**src/hdl/iop_cfg.svh**
```systemverilog
// Register indices, reset values and bus codes of the second and third I/O ports.
`ifndef IOP_CFG_SVH
`define IOP_CFG_SVH

// Register indices; the byte address on the register bus is four times the index.
`define IOP_IDX_PORT2_DIR 16'hfe81
`define IOP_IDX_PORT2_DATA 16'hfe83
`define IOP_IDX_PORT3_DIR 16'hfe84
`define IOP_IDX_PORT3_DATA 16'hfe86
`define IOP_ADDR_LSB 2
`define IOP_IDX_W 16

// Reset values.
`define IOP_PORT2_DIR_RST 8'h00
`define IOP_PORT2_DATA_RST 8'h00
`define IOP_PORT3_DIR_RST 8'hc0
`define IOP_PORT3_DATA_RST 8'hc0

// Read values of write-only or unused bits.
`define IOP_ALL_ONES 8'hff
`define IOP_P3_UNUSED 2'h3

// Field layout of the third port.
`define IOP_P3_MSB 5

// Operating mode codes.
`define IOP_MODE_EXP_MIN_A 3'h1
`define IOP_MODE_EXP_MIN_B 3'h2
`define IOP_MODE_SINGLE 3'h7

// Register bus response codes.
`define IOP_RESP_OKAY 2'h0
`define IOP_RESP_SLVERR 2'h2

`endif

```
**src/hdl/iop_pkg.sv**
```systemverilog
// Types shared by the I/O port block.
`default_nettype none
package iop_pkg;
  typedef logic [7:0] iop_byte_t;
  typedef logic [1:0] iop_resp_t;
  typedef enum logic [1:0] {
    IOP_P2_BUS = 2'h0,
    IOP_P2_GPIO = 2'h1,
    IOP_P2_FLOAT = 2'h2
  } iop_p2fn_t;
endpackage : iop_pkg
`default_nettype wire

```
**src/hdl/iop_axil_slave.sv**
```systemverilog
// AXI4-Lite slave front end: takes one write and one read at a time.
`default_nettype none
`include "iop_cfg.svh"
module iop_axil_slave
  import iop_pkg::*;
(
  // Clock and reset
  input wire logic clk,
  input wire logic nrst,
  // Write address and data
  input wire logic [31:0] awaddr,
  input wire logic awvalid,
  output logic awready,
  input wire logic [31:0] wdata,
  input wire logic [3:0] wstrb,
  input wire logic wvalid,
  output logic wready,
  // Write response
  output logic [1:0] bresp,
  output logic bvalid,
  input wire logic bready,
  // Read address
  input wire logic [31:0] araddr,
  input wire logic arvalid,
  output logic arready,
  // Read data
  output logic [31:0] rdata,
  output logic [1:0] rresp,
  output logic rvalid,
  input wire logic rready,
  // Register side
  output logic [31:0] wrAddr,
  output logic [7:0] wrData,
  output logic wrStrobe,
  input wire logic wrHit,
  output logic [31:0] rdAddr,
  input wire logic [7:0] rdData,
  input wire logic rdHit
);
  logic awHeld_r;
  logic wHeld_r;
  logic wLane0_r;
  logic arHeld_r;
  logic awTake;
  logic wTake;
  logic arTake;
  logic wrDone;
  logic bFree;

  assign awTake = awvalid & awready;
  assign wTake = wvalid & wready;
  assign arTake = arvalid & arready;
  // The write happens once both halves are held and no response is pending.
  assign wrDone = awHeld_r & wHeld_r & ~bvalid;
  assign wrStrobe = wrDone & wLane0_r;
  assign bFree = bvalid & bready;

  always_ff @(posedge clk or negedge nrst) begin
    if (!nrst) begin
      awHeld_r <= 1'b0;
      wHeld_r <= 1'b0;
      wLane0_r <= 1'b0;
      awready <= 1'b1;
      wready <= 1'b1;
      wrAddr <= '0;
      wrData <= '0;
      bvalid <= 1'b0;
      bresp <= `IOP_RESP_OKAY;
    end else begin
      if (awTake) begin
        wrAddr <= awaddr;
        awHeld_r <= 1'b1;
        awready <= 1'b0;
      end
      if (wTake) begin
        wrData <= wdata[7:0];
        wLane0_r <= wstrb[0];
        wHeld_r <= 1'b1;
        wready <= 1'b0;
      end
      if (wrDone) begin
        awHeld_r <= 1'b0;
        wHeld_r <= 1'b0;
        bvalid <= 1'b1;
        bresp <= wrHit ? `IOP_RESP_OKAY : `IOP_RESP_SLVERR;
      end
      if (bFree) begin
        bvalid <= 1'b0;
        awready <= 1'b1;
        wready <= 1'b1;
      end
    end
  end

  // Reads take one cycle to decode, so rvalid follows the address by two edges.
  always_ff @(posedge clk or negedge nrst) begin
    if (!nrst) begin
      arHeld_r <= 1'b0;
      arready <= 1'b1;
      rdAddr <= '0;
      rvalid <= 1'b0;
      rdata <= '0;
      rresp <= `IOP_RESP_OKAY;
    end else begin
      if (arTake) begin
        rdAddr <= araddr;
        arHeld_r <= 1'b1;
        arready <= 1'b0;
      end
      if (arHeld_r) begin
        arHeld_r <= 1'b0;
        rvalid <= 1'b1;
        rdata <= {24'h000000, rdHit ? rdData : 8'h00};
        rresp <= rdHit ? `IOP_RESP_OKAY : `IOP_RESP_SLVERR;
      end
      if (rvalid & rready) begin
        rvalid <= 1'b0;
        arready <= 1'b1;
      end
    end
  end
endmodule : iop_axil_slave
`default_nettype wire

```
**src/hdl/iop_ports.sv**
```systemverilog
// Second and third general-purpose I/O ports with AXI4-Lite register access.
//
// Implementation choice: the AXI4-Lite interface to the registers.
`default_nettype none
`include "iop_cfg.svh"
module iop_ports
  import iop_pkg::*;
#(
  parameter int P3W = 6
) (
  // Clock and reset
  input wire logic clk,
  input wire logic nrst,
  // Chip state
  input wire logic [2:0] opMode,
  input wire logic hwStandby,
  input wire logic swStandby,
  // AXI4-Lite write
  input wire logic [31:0] awaddr,
  input wire logic awvalid,
  output logic awready,
  input wire logic [31:0] wdata,
  input wire logic [3:0] wstrb,
  input wire logic wvalid,
  output logic wready,
  output logic [1:0] bresp,
  output logic bvalid,
  input wire logic bready,
  // AXI4-Lite read
  input wire logic [31:0] araddr,
  input wire logic arvalid,
  output logic arready,
  output logic [31:0] rdata,
  output logic [1:0] rresp,
  output logic rvalid,
  input wire logic rready,
  // External bus controller, low data byte
  input wire logic [7:0] dataBusLowByteOut,
  input wire logic dataBusLowByteDrive,
  output logic [7:0] dataBusLowByteIn,
  // Timer compare outputs
  input wire logic [P3W-1:0] timerCompareEn,
  input wire logic [P3W-1:0] timerCompareLevel,
  // Second port pins
  input wire logic [7:0] port2PinIn,
  output logic [7:0] port2PinOut,
  output logic [7:0] port2PinOeN,
  // Third port pins
  input wire logic [P3W-1:0] port3PinIn,
  output logic [P3W-1:0] port3PinOut,
  output logic [P3W-1:0] port3PinOeN
);
  iop_byte_t port2DirReg_r;
  iop_byte_t port2DataReg_r;
  iop_byte_t port3DirReg_r;
  iop_byte_t port3DataReg_r;
  logic [7:0] p2Sync;
  logic [P3W-1:0] p3Sync;
  logic [31:0] wrAddr;
  logic [31:0] rdAddr;
  logic [7:0] wrData;
  logic wrStrobe;
  logic wrHit;
  logic rdHit;
  logic [7:0] rdData;

  iop_sync #(.W(8)) u_sync2 (
    .clk(clk),
    .nrst(nrst),
    .din(port2PinIn),
    .dout(p2Sync)
  );

  iop_sync #(.W(P3W)) u_sync3 (
    .clk(clk),
    .nrst(nrst),
    .din(port3PinIn),
    .dout(p3Sync)
  );

  iop_axil_slave u_bus (
    .clk(clk),
    .nrst(nrst),
    .awaddr(awaddr),
    .awvalid(awvalid),
    .awready(awready),
    .wdata(wdata),
    .wstrb(wstrb),
    .wvalid(wvalid),
    .wready(wready),
    .bresp(bresp),
    .bvalid(bvalid),
    .bready(bready),
    .araddr(araddr),
    .arvalid(arvalid),
    .arready(arready),
    .rdata(rdata),
    .rresp(rresp),
    .rvalid(rvalid),
    .rready(rready),
    .wrAddr(wrAddr),
    .wrData(wrData),
    .wrStrobe(wrStrobe),
    .wrHit(wrHit),
    .rdAddr(rdAddr),
    .rdData(rdData),
    .rdHit(rdHit)
  );

  // Mode decode; the mode pins are static straps held by the system.
  wire singleChip = (opMode == `IOP_MODE_SINGLE);
  wire port2Gpio = singleChip | (opMode == `IOP_MODE_EXP_MIN_B);
  wire port2Float = swStandby & ~singleChip;
  wire iop_p2fn_t port2Fn = port2Gpio ? (port2Float ? IOP_P2_FLOAT : IOP_P2_GPIO)
                                      : (port2Float ? IOP_P2_FLOAT : IOP_P2_BUS);

  // Timer claims are dropped in software standby because the timer is reset there.
  wire [P3W-1:0] timerOwn = timerCompareEn & {P3W{~swStandby}};

  // Register decode on word indices.
  wire [`IOP_IDX_W-1:0] wrIdx = wrAddr[`IOP_ADDR_LSB +: `IOP_IDX_W];
  wire [`IOP_IDX_W-1:0] rdIdx = rdAddr[`IOP_ADDR_LSB +: `IOP_IDX_W];
  wire wrUpper0 = (wrAddr[31:`IOP_ADDR_LSB+`IOP_IDX_W] == '0) & (wrAddr[1:0] == 2'h0);
  wire rdUpper0 = (rdAddr[31:`IOP_ADDR_LSB+`IOP_IDX_W] == '0) & (rdAddr[1:0] == 2'h0);
  wire wrP2Dir = wrUpper0 & (wrIdx == `IOP_IDX_PORT2_DIR);
  wire wrP2Data = wrUpper0 & (wrIdx == `IOP_IDX_PORT2_DATA);
  wire wrP3Dir = wrUpper0 & (wrIdx == `IOP_IDX_PORT3_DIR);
  wire wrP3Data = wrUpper0 & (wrIdx == `IOP_IDX_PORT3_DATA);
  wire rdP2Dir = rdUpper0 & (rdIdx == `IOP_IDX_PORT2_DIR);
  wire rdP2Data = rdUpper0 & (rdIdx == `IOP_IDX_PORT2_DATA);
  wire rdP3Dir = rdUpper0 & (rdIdx == `IOP_IDX_PORT3_DIR);
  wire rdP3Data = rdUpper0 & (rdIdx == `IOP_IDX_PORT3_DATA);
  assign wrHit = wrP2Dir | wrP2Data | wrP3Dir | wrP3Data;
  assign rdHit = rdP2Dir | rdP2Data | rdP3Dir | rdP3Data;

  // Per-pin second-port read value in the gpio modes.
  // A pin read is two edges old because it passes the synchroniser first.
  logic [7:0] p2GpioRead;
  for (genvar j = 0; j < 8; j++) begin : g_p2pin
    wire pinOutput = port2DirReg_r[j];
    assign p2GpioRead[j] = pinOutput ? port2DataReg_r[j] : p2Sync[j];
  end

  // Outside the gpio modes the data register is hidden behind the bus and reads ones.
  wire [7:0] p2DataRead = port2Gpio ? p2GpioRead : `IOP_ALL_ONES;

  // Per-pin third-port selection.
  // A timer claim outranks the direction bit, so software cannot fight the timer
  // for a pin; the claim is already masked off during software standby.
  logic [P3W-1:0] p3PinRead;
  logic [P3W-1:0] p3OutNxt;
  logic [P3W-1:0] p3OeNNxt;
  for (genvar i = 0; i < P3W; i++) begin : g_p3pin
    wire pinTimer = timerOwn[i];
    wire pinOutput = port3DirReg_r[i];
    wire storedBit = port3DataReg_r[i];
    // A driven pin reads back its stored bit; inputs and timer pins read the pin.
    assign p3PinRead[i] = (pinOutput & ~pinTimer) ? storedBit : p3Sync[i];
    assign p3OutNxt[i] = pinTimer ? timerCompareLevel[i] : storedBit;
    assign p3OeNNxt[i] = ~(pinOutput | pinTimer);
  end

  // The two unused upper bits always read as ones.
  wire [7:0] p3DataRead = {`IOP_P3_UNUSED, p3PinRead};

  assign rdData = rdP2Dir ? `IOP_ALL_ONES
                : rdP2Data ? p2DataRead
                : rdP3Dir ? `IOP_ALL_ONES
                : p3DataRead;

  // Second-port data writes are dropped while the port is the data bus.
  wire p2DataWe = wrStrobe & wrP2Data & port2Gpio;

  // Hardware standby reinitialises the registers; software standby keeps them.
  always_ff @(posedge clk or negedge nrst) begin
    if (!nrst) begin
      port2DirReg_r <= `IOP_PORT2_DIR_RST;
      port2DataReg_r <= `IOP_PORT2_DATA_RST;
    end else if (hwStandby) begin
      port2DirReg_r <= `IOP_PORT2_DIR_RST;
      port2DataReg_r <= `IOP_PORT2_DATA_RST;
    end else begin
      if (wrStrobe & wrP2Dir) begin
        port2DirReg_r <= wrData;
      end
      if (p2DataWe) begin
        port2DataReg_r <= wrData;
      end
    end
  end

  always_ff @(posedge clk or negedge nrst) begin
    if (!nrst) begin
      port3DirReg_r <= `IOP_PORT3_DIR_RST;
      port3DataReg_r <= `IOP_PORT3_DATA_RST;
    end else if (hwStandby) begin
      port3DirReg_r <= `IOP_PORT3_DIR_RST;
      port3DataReg_r <= `IOP_PORT3_DATA_RST;
    end else begin
      if (wrStrobe & wrP3Dir) begin
        port3DirReg_r <= {`IOP_P3_UNUSED, wrData[`IOP_P3_MSB:0]};
      end
      if (wrStrobe & wrP3Data) begin
        port3DataReg_r <= {`IOP_P3_UNUSED, wrData[`IOP_P3_MSB:0]};
      end
    end
  end

  // Pin drive selection.
  logic [7:0] p2OutNxt;
  logic [7:0] p2OeNNxt;
  always_comb begin
    case (port2Fn)
      IOP_P2_BUS: begin
        p2OutNxt = dataBusLowByteOut;
        p2OeNNxt = {8{~dataBusLowByteDrive}};
      end
      IOP_P2_GPIO: begin
        p2OutNxt = port2DataReg_r;
        p2OeNNxt = ~port2DirReg_r;
      end
      default: begin
        p2OutNxt = port2DataReg_r;
        p2OeNNxt = `IOP_ALL_ONES;
      end
    endcase
  end

  // Pins float during hardware standby; outputs come straight from flops.
  // Registering the pins costs one edge of latency but keeps glitches off the board.
  wire [7:0] p2OeNFinal = hwStandby ? `IOP_ALL_ONES : p2OeNNxt;
  wire [P3W-1:0] p3OeNFinal = hwStandby ? {P3W{1'b1}} : p3OeNNxt;

  // Second port pins.
  always_ff @(posedge clk or negedge nrst) begin
    if (!nrst) begin
      port2PinOut <= '0;
      port2PinOeN <= '1;
    end else begin
      port2PinOut <= p2OutNxt;
      port2PinOeN <= p2OeNFinal;
    end
  end

  // Third port pins.
  always_ff @(posedge clk or negedge nrst) begin
    if (!nrst) begin
      port3PinOut <= '0;
      port3PinOeN <= '1;
    end else begin
      port3PinOut <= p3OutNxt;
      port3PinOeN <= p3OeNFinal;
    end
  end

  // Bus byte back to the external bus controller.
  // It is the synchronised pin level, so it lags the pins by three edges in all.
  always_ff @(posedge clk or negedge nrst) begin
    if (!nrst) begin
      dataBusLowByteIn <= '0;
    end else begin
      dataBusLowByteIn <= p2Sync;
    end
  end
endmodule : iop_ports
`default_nettype wire

```
**src/hdl/iop_sync.sv**
```systemverilog
// Two-flop synchroniser for a group of pin inputs.
`default_nettype none
module iop_sync #(
  parameter int W = 8
) (
  // Clock and reset
  input wire logic clk,
  input wire logic nrst,
  // Data
  input wire logic [W-1:0] din,
  output logic [W-1:0] dout
);
  logic [W-1:0] stage1_r;

  always_ff @(posedge clk or negedge nrst) begin
    if (!nrst) begin
      stage1_r <= '0;
      dout <= '0;
    end else begin
      stage1_r <= din;
      dout <= stage1_r;
    end
  end
endmodule : iop_sync
`default_nettype wire
```
**config.mk**
```make
export PLATFORM = sky130hd
export DESIGN_NAME = iop_ports
export DESIGN_NICKNAME = d
export VERILOG_FILES = /design/src/hdl/iop_pkg.sv /design/src/hdl/iop_axil_slave.sv /design/src/hdl/iop_ports.sv /design/src/hdl/iop_sync.sv
export VERILOG_INCLUDE_DIRS = /design/src /design/src/hdl
export SDC_FILE = /design/constraint.sdc
export NUM_CORES = 1
export LEC_CHECK = 0
export BUFFER_PORTS_ARGS = -buffer_cell sky130_fd_sc_hd__buf_2
export CAP_MARGIN = 20
export CELL_PAD_IN_SITES_DETAIL_PLACEMENT = 0
export CELL_PAD_IN_SITES_GLOBAL_PLACEMENT = 2
export CORE_MARGIN = 4
export CORE_UTILIZATION = 30
export DETAILED_ROUTE_END_ITERATION = 12
export PLACE_DENSITY = 0.84
export SKIP_CTS_REPAIR_TIMING = 1
export SYNTH_ARGS = -nofsm -noshare
export SYNTH_HDL_FRONTEND = slang
export SYNTH_SLANG_ARGS = --single-unit
export TNS_END_PERCENT = 5
```
**constraint.sdc**
```tcl
create_clock -name clk -period 1.65 [get_ports clk]
set_input_delay 0.495 -clock clk [delete_from_list [all_inputs] [get_ports clk]]
set_output_delay 0.495 -clock clk [all_outputs]
set_load 0.02 [all_outputs]
```
---- Yosys cells after proc, flatten, opt, wreduce, memory -nomap -nowiden ----
Cells that the tools add are included.
Widths: inputs -> output; s select.
operators by class
  muxes and demuxes ....................... 58
  eq/ne operators ......................... 11
  reduce and logical (&&, ||, !) cells .... 16
  bitwise gates (word level) .............. 61
operators by type and width
  operator              count
  $eq 16x16->1 const B  8
  $mux 8                10
  $mux 1                36
  $mux 6                6
  $and 1x1->1           30
  $logic_not 14->1      2
  $reduce_bool 2->1     11
  $not 1->1             16
  $pmux 8 s2            1
  $or 1x1->1            13
  $mux 2                5
  $not 8->8             1
  $and 6x6->6           1
  $logic_not 2->1       3
  $eq 3x2->1 const B    1
  $eq 3x3->1 const B    1
  $eq 2x1->1 const B    1
storage, ports and cells
  output and inout bits ................... 77
  flip-flop bits (word level) ............. 185

---- Longest topological paths before layout ----
  depth after elaboration ................. 9
  mapped depth ............................ 6
  depth with buffers taken out ............ 4

---- Cells and area by module ----
Synthesis repeated with hierarchy kept, for this count alone.
second synthesis, totals
  cells, all modules ...................... 522
  area total of the unflattened synthesis .. 7614.8 µm²
modules (own cells, without submodules)
  module               cells each  instances  area each (µm²)  sequential area each (µm²)
  iop_axil_slave       250         1          3854.9           2280.9
  iop_ports            244         1          3059.2           1619.1
  iop_sync at u_sync2  16          1          400.4            400.4
  iop_sync at u_sync3  12          1          300.3            300.3

---- Worst setup path after synthesis ----
OpenSTA, ideal clock, no wires.
  path kind ............................... register to register
  from .................................... register u_bus.wrAddr[1]
  to ...................................... register port2DirReg_r[0]
  data arrival time ....................... 1.722 ns
  cell stages (with the launch flop) ...... 6
  path buffers ............................ 1
  path slack .............................. -0.151 ns
  library setup time ...................... 0.079 ns
  path through ............................ dfrtp_1 or4b_4 nor3_4 and4_1 buf_6 mux2i_1
on the way
  longest elaborated chain between the ends .. 5
RTL lines
  item                         RTL line              RTL
  from (decl)                  iop_axil_slave.sv:32  output logic [31:0] wrAddr,
  from (signal assigned)       iop_axil_slave.sv:71  wrAddr <= awaddr;
  $logic_not 2->1              iop_ports.sv:123      wire wrUpper0 = (wrAddr[31:`IOP_ADDR_LSB+`IOP_IDX_W] == '0) & (wrAddr[1:0] == 2'h0);
  $and 1x1->1                  iop_ports.sv:123
  $and 1x1->1                  iop_ports.sv:125      wire wrP2Dir = wrUpper0 & (wrIdx == `IOP_IDX_PORT2_DIR);
  $and 1x1->1                  iop_ports.sv:183      if (wrStrobe & wrP2Dir) begin
  $reduce_bool 2->1 (no line)  -
  to (signal assigned)         iop_ports.sv:177      port2DirReg_r <= `IOP_PORT2_DIR_RST;
  to (signal assigned)         iop_ports.sv:180      port2DirReg_r <= `IOP_PORT2_DIR_RST;
  to (signal assigned)         iop_ports.sv:184      port2DirReg_r <= wrData;
  to (decl)                    iop_ports.sv:53       iop_byte_t port2DirReg_r;
Every way passes these cells.
A chain may end at the register's enable or synchronous reset.

---- Worst setup path after layout ----
Same ends and word-level chain as after synthesis.

==> results.json <==
{
  "num_vias": 4691,
  "post-route-min-period_ns": 1.82,
  "r2r_start": "u_bus.wrAddr[1]",
  "drt_iter0_drc": 141,
  "core_area_um2": 23800,
  "synth_fa_ha_area_share_pct": 0,
  "antenna_found_initial": 4,
  "setup_viol": 36,
  "ant_nets": 0,
  "hpwl_um": 12900,
  "slew_viol_final": 0,
  "cp_max_fo": 8,
  "gp_congestion": 0.706,
  "hp-class": "in -> reg",
  "synth_edf_count": 0,
  "clockRootBuffer": "clkbuf_16",
  "dr.pass1.iters": 4,
  "routed_wl_um": 17700,
  "reg2reg_depth": 5,
  "synth_top_area_cell": "dfrtp_1",
  "synth_top_area_share_pct": 56.6,
  "overflow": 0,
  "synth_compound_area_share_pct": 5.42,
  "hold_end": "u_sync2.stage1_r[6]",
  "clkTransAtPathRegs_ns": 0.07,
  "fin_total_pwr_mw": 12.7,
  "ys_seq_area_share_pct": 62.7,
  "die-area_um2": 27000,
  "drive_above_1_share_pct": 47.2,
  "final_area_um2": 9560,
  "outcome": "finished, violations left",
  "cts_tree": "yes",
  "grt_first_pass_wirelength_um": 27400,
  "rows": 56,
  "cts_buffers": 17,
  "slew_headroom_pct": 66.2,
  "die_x_um": 164,
  "min_from": "port2PinIn[6]",
  "yosysWarningCount": 0,
  "yosys.area_share.simple_pct": 11.1,
  "grt_pass1_vias": 4913,
  "synth_most_common_cell": "dfrtp_1",
  "fmax_mhz": 550,
  "netlist_area_um2": 7330,
  "cts_sinks": 183,
  "failed_checks": "negative setup slack",
  "criticalPathCategory": "reg -> reg",
  "syn_inst": 526,
  "synth_flop_cell": "dfrtp_1",
  "arrival_ns": 2.16,
  "worstMarginPinSlew_ns": 0.494,
  "rsz0062_at_grt": "true",
  "r2r-end": "port2DirReg_r[0]",
  "drc_errors": 0,
  "fin_nets": 886,
  "fin_crit_sh_pct": 110,
  "maxCapViolCount": 0,
  "synth_common_cells": "dfrtp_1, mux2_2, nand2_1, mux2i_1",
  "synth_cell_type_count": 49,
  "p_leak_nw": 4.60,
  "max-clock-path-buffers": 2,
  "die_y_um": 164,
  "worst_ep_required_time_ns": 1.99,
  "ys_ff_latch": 183,
  "syn_avg_cell_area_um2": 13.9,
  "worst_setup_path_end_kind": "flop",
  "grt_max_degree": 44,
  "htreeDepth": 4,
  "final_cells": 1073,
  "async_flop_share_pct": 100,
  "fin_setup_tns_ns": -4.48,
  "io-pin-count": 224,
  "dp_cells": 1037,
  "clock_latency_ns": 0.43,
  "peakVddDrop_uv": 599,
  "hold_depth": 1,
  "portBuffers": 170,
  "worst_slack_ns": -0.170,
  "worst-r2r-setup-slack_ns": -0.17,
  "start_kind": "flop",
  "synthMuxAreaShare_pct": 16.4,
  "track_usage_pct": 13.5,
  "post_dp_cell_area_um2": 8850,
  "hold_viol": 0,
  "p_per_area_nw_per_um2": 1330,
  "synth_xor_area_share_pct": 0.358,
  "finClkSkew_ns": 0.0162,
  "synth_top_family_by_area": "multiplexers",
  "wl_per_cell_um": 16.5,
  "floorplan.initialDensity_pct": 30.9,
  "synth_top_cells_by_area": "dfrtp_1, mux2_2, dfstp_2",
  "vias_per_cell": 4.37,
  "areaGrowthSynthToFinish_pct": 30.3
}
[layout make-up]
class	count	area, µm²
Fill cell	2250	14200
Sequential cell	183	4600
Multi-Input combinational cell	319	2570
Timing Repair Buffer	210	1350
Clock buffer	19	433
Tap cell	319	399
Clock inverter	13	168
Inverter	8	30.0
Antenna cell	2	5.00
[state kept, by name, summed over array words and instances (netlist names), 6 cells and up]
register,cells
port2PinOut,8
u_sync3.dout,6
port3PinOut,6
port2DirReg_r,8
port2DataReg_r,8
port3DataReg_r,6
u_sync2.stage1_r,8
u_bus.rdAddr,32
u_sync3.stage1_r,6
port2PinOeN,8
dataBusLowByteIn,8
u_bus.wrData,8
port3DirReg_r,6
port3PinOeN,6
u_sync2.dout,8
u_bus.wrAddr,32
u_bus.rdata,8
[worst max path at each step]
| stage | depth (start not counted) | from | endpoint |
|---|---|---|---|
| 2_1_floorplan | 5 | u_bus.wrAddr[1] | port2DirReg_r[0] |
| 5_1_grt | 6 | u_bus.rdAddr[21] | u_bus.rdata[4] |
| 6_report | 5 | u_bus.wrAddr[1] | port2DirReg_r[0] |
| 4_1_cts | 5 | u_bus.rdAddr[7] | u_bus.rdata[3] |
| 3_5_place_dp | 6 | opMode[0] | u_bus.rdata[3] |
| 3_3_place_gp | 6 | opMode[0] | u_bus.rdata[3] |
[layer usage]
layer	track usage [%]	up-vias	part of all wire (%)
li1	-	2238	-
met1	17.1	2291	42
met2	22.2	139	49
met3	4.42	19	7.1
met4	3.81	4	1.2
met5	0	-	0.15
[per-stage QoR]
step                worst slack, ns  utilization, %  hold slack, ns
finish                       -0.170            40.2           0.170
global route                 -0.276            40.2           0.139
CTS                          -0.319            39.8         -0.0102
detailed placement           -0.420            37.3           0.335
global placement             -0.400            37.3           0.332
floorplan                    -0.100               -           0.199
[critical path: stages, from the launching register on]
cell and delay [ns]:
dfrtp_1 0.38, or4b_4 0.56, nor3_4 0.15, and4_1 0.27, buf_12 0.15, mux2i_1 0.21
[power breakdown]
part | switching (mW) | internal, mW | leakage (nW)
logic | 0.997 | 1.39 | 2.07
clock network | 1.80 | 2.41 | 0.294
registers | 0.567 | 5.58 | 2.24
total | 3.36 | 9.38 | 4.60
[layout by cell type, fill, tap and decap left out, drive strengths merged, types with 3 or more instances in the layout]
master and count:
mux2 81, nand4 6, inv 12, a311oi 6
buf 208, or2b 16, dfstp 17, mux2i 29
nor4 5, a21boi 7, dfrtp 166, nand2 30
clkinv 5, nor2 3, o31ai 6, and4b 4
nor2b 15, o21bai 7, conb 26, a2111oi 8
clkbuf 20, nand2b 26, o21ai 14, and4 4
a21oi 3, nor3b 3, bufinv 3
[logic make-up (layout without fill, tap and decap cells)]
logic type / after synthesis / after routing
compound gates: 55 / 55
xor+xnor: 3 / 3
buf+inv: 49 / 250
flops: 183 / 183
mux: 110 / 110
other cells: 1 / 28
simple gates: 125 / 125
No activity file was read; power rests on OpenSTA's default activity.
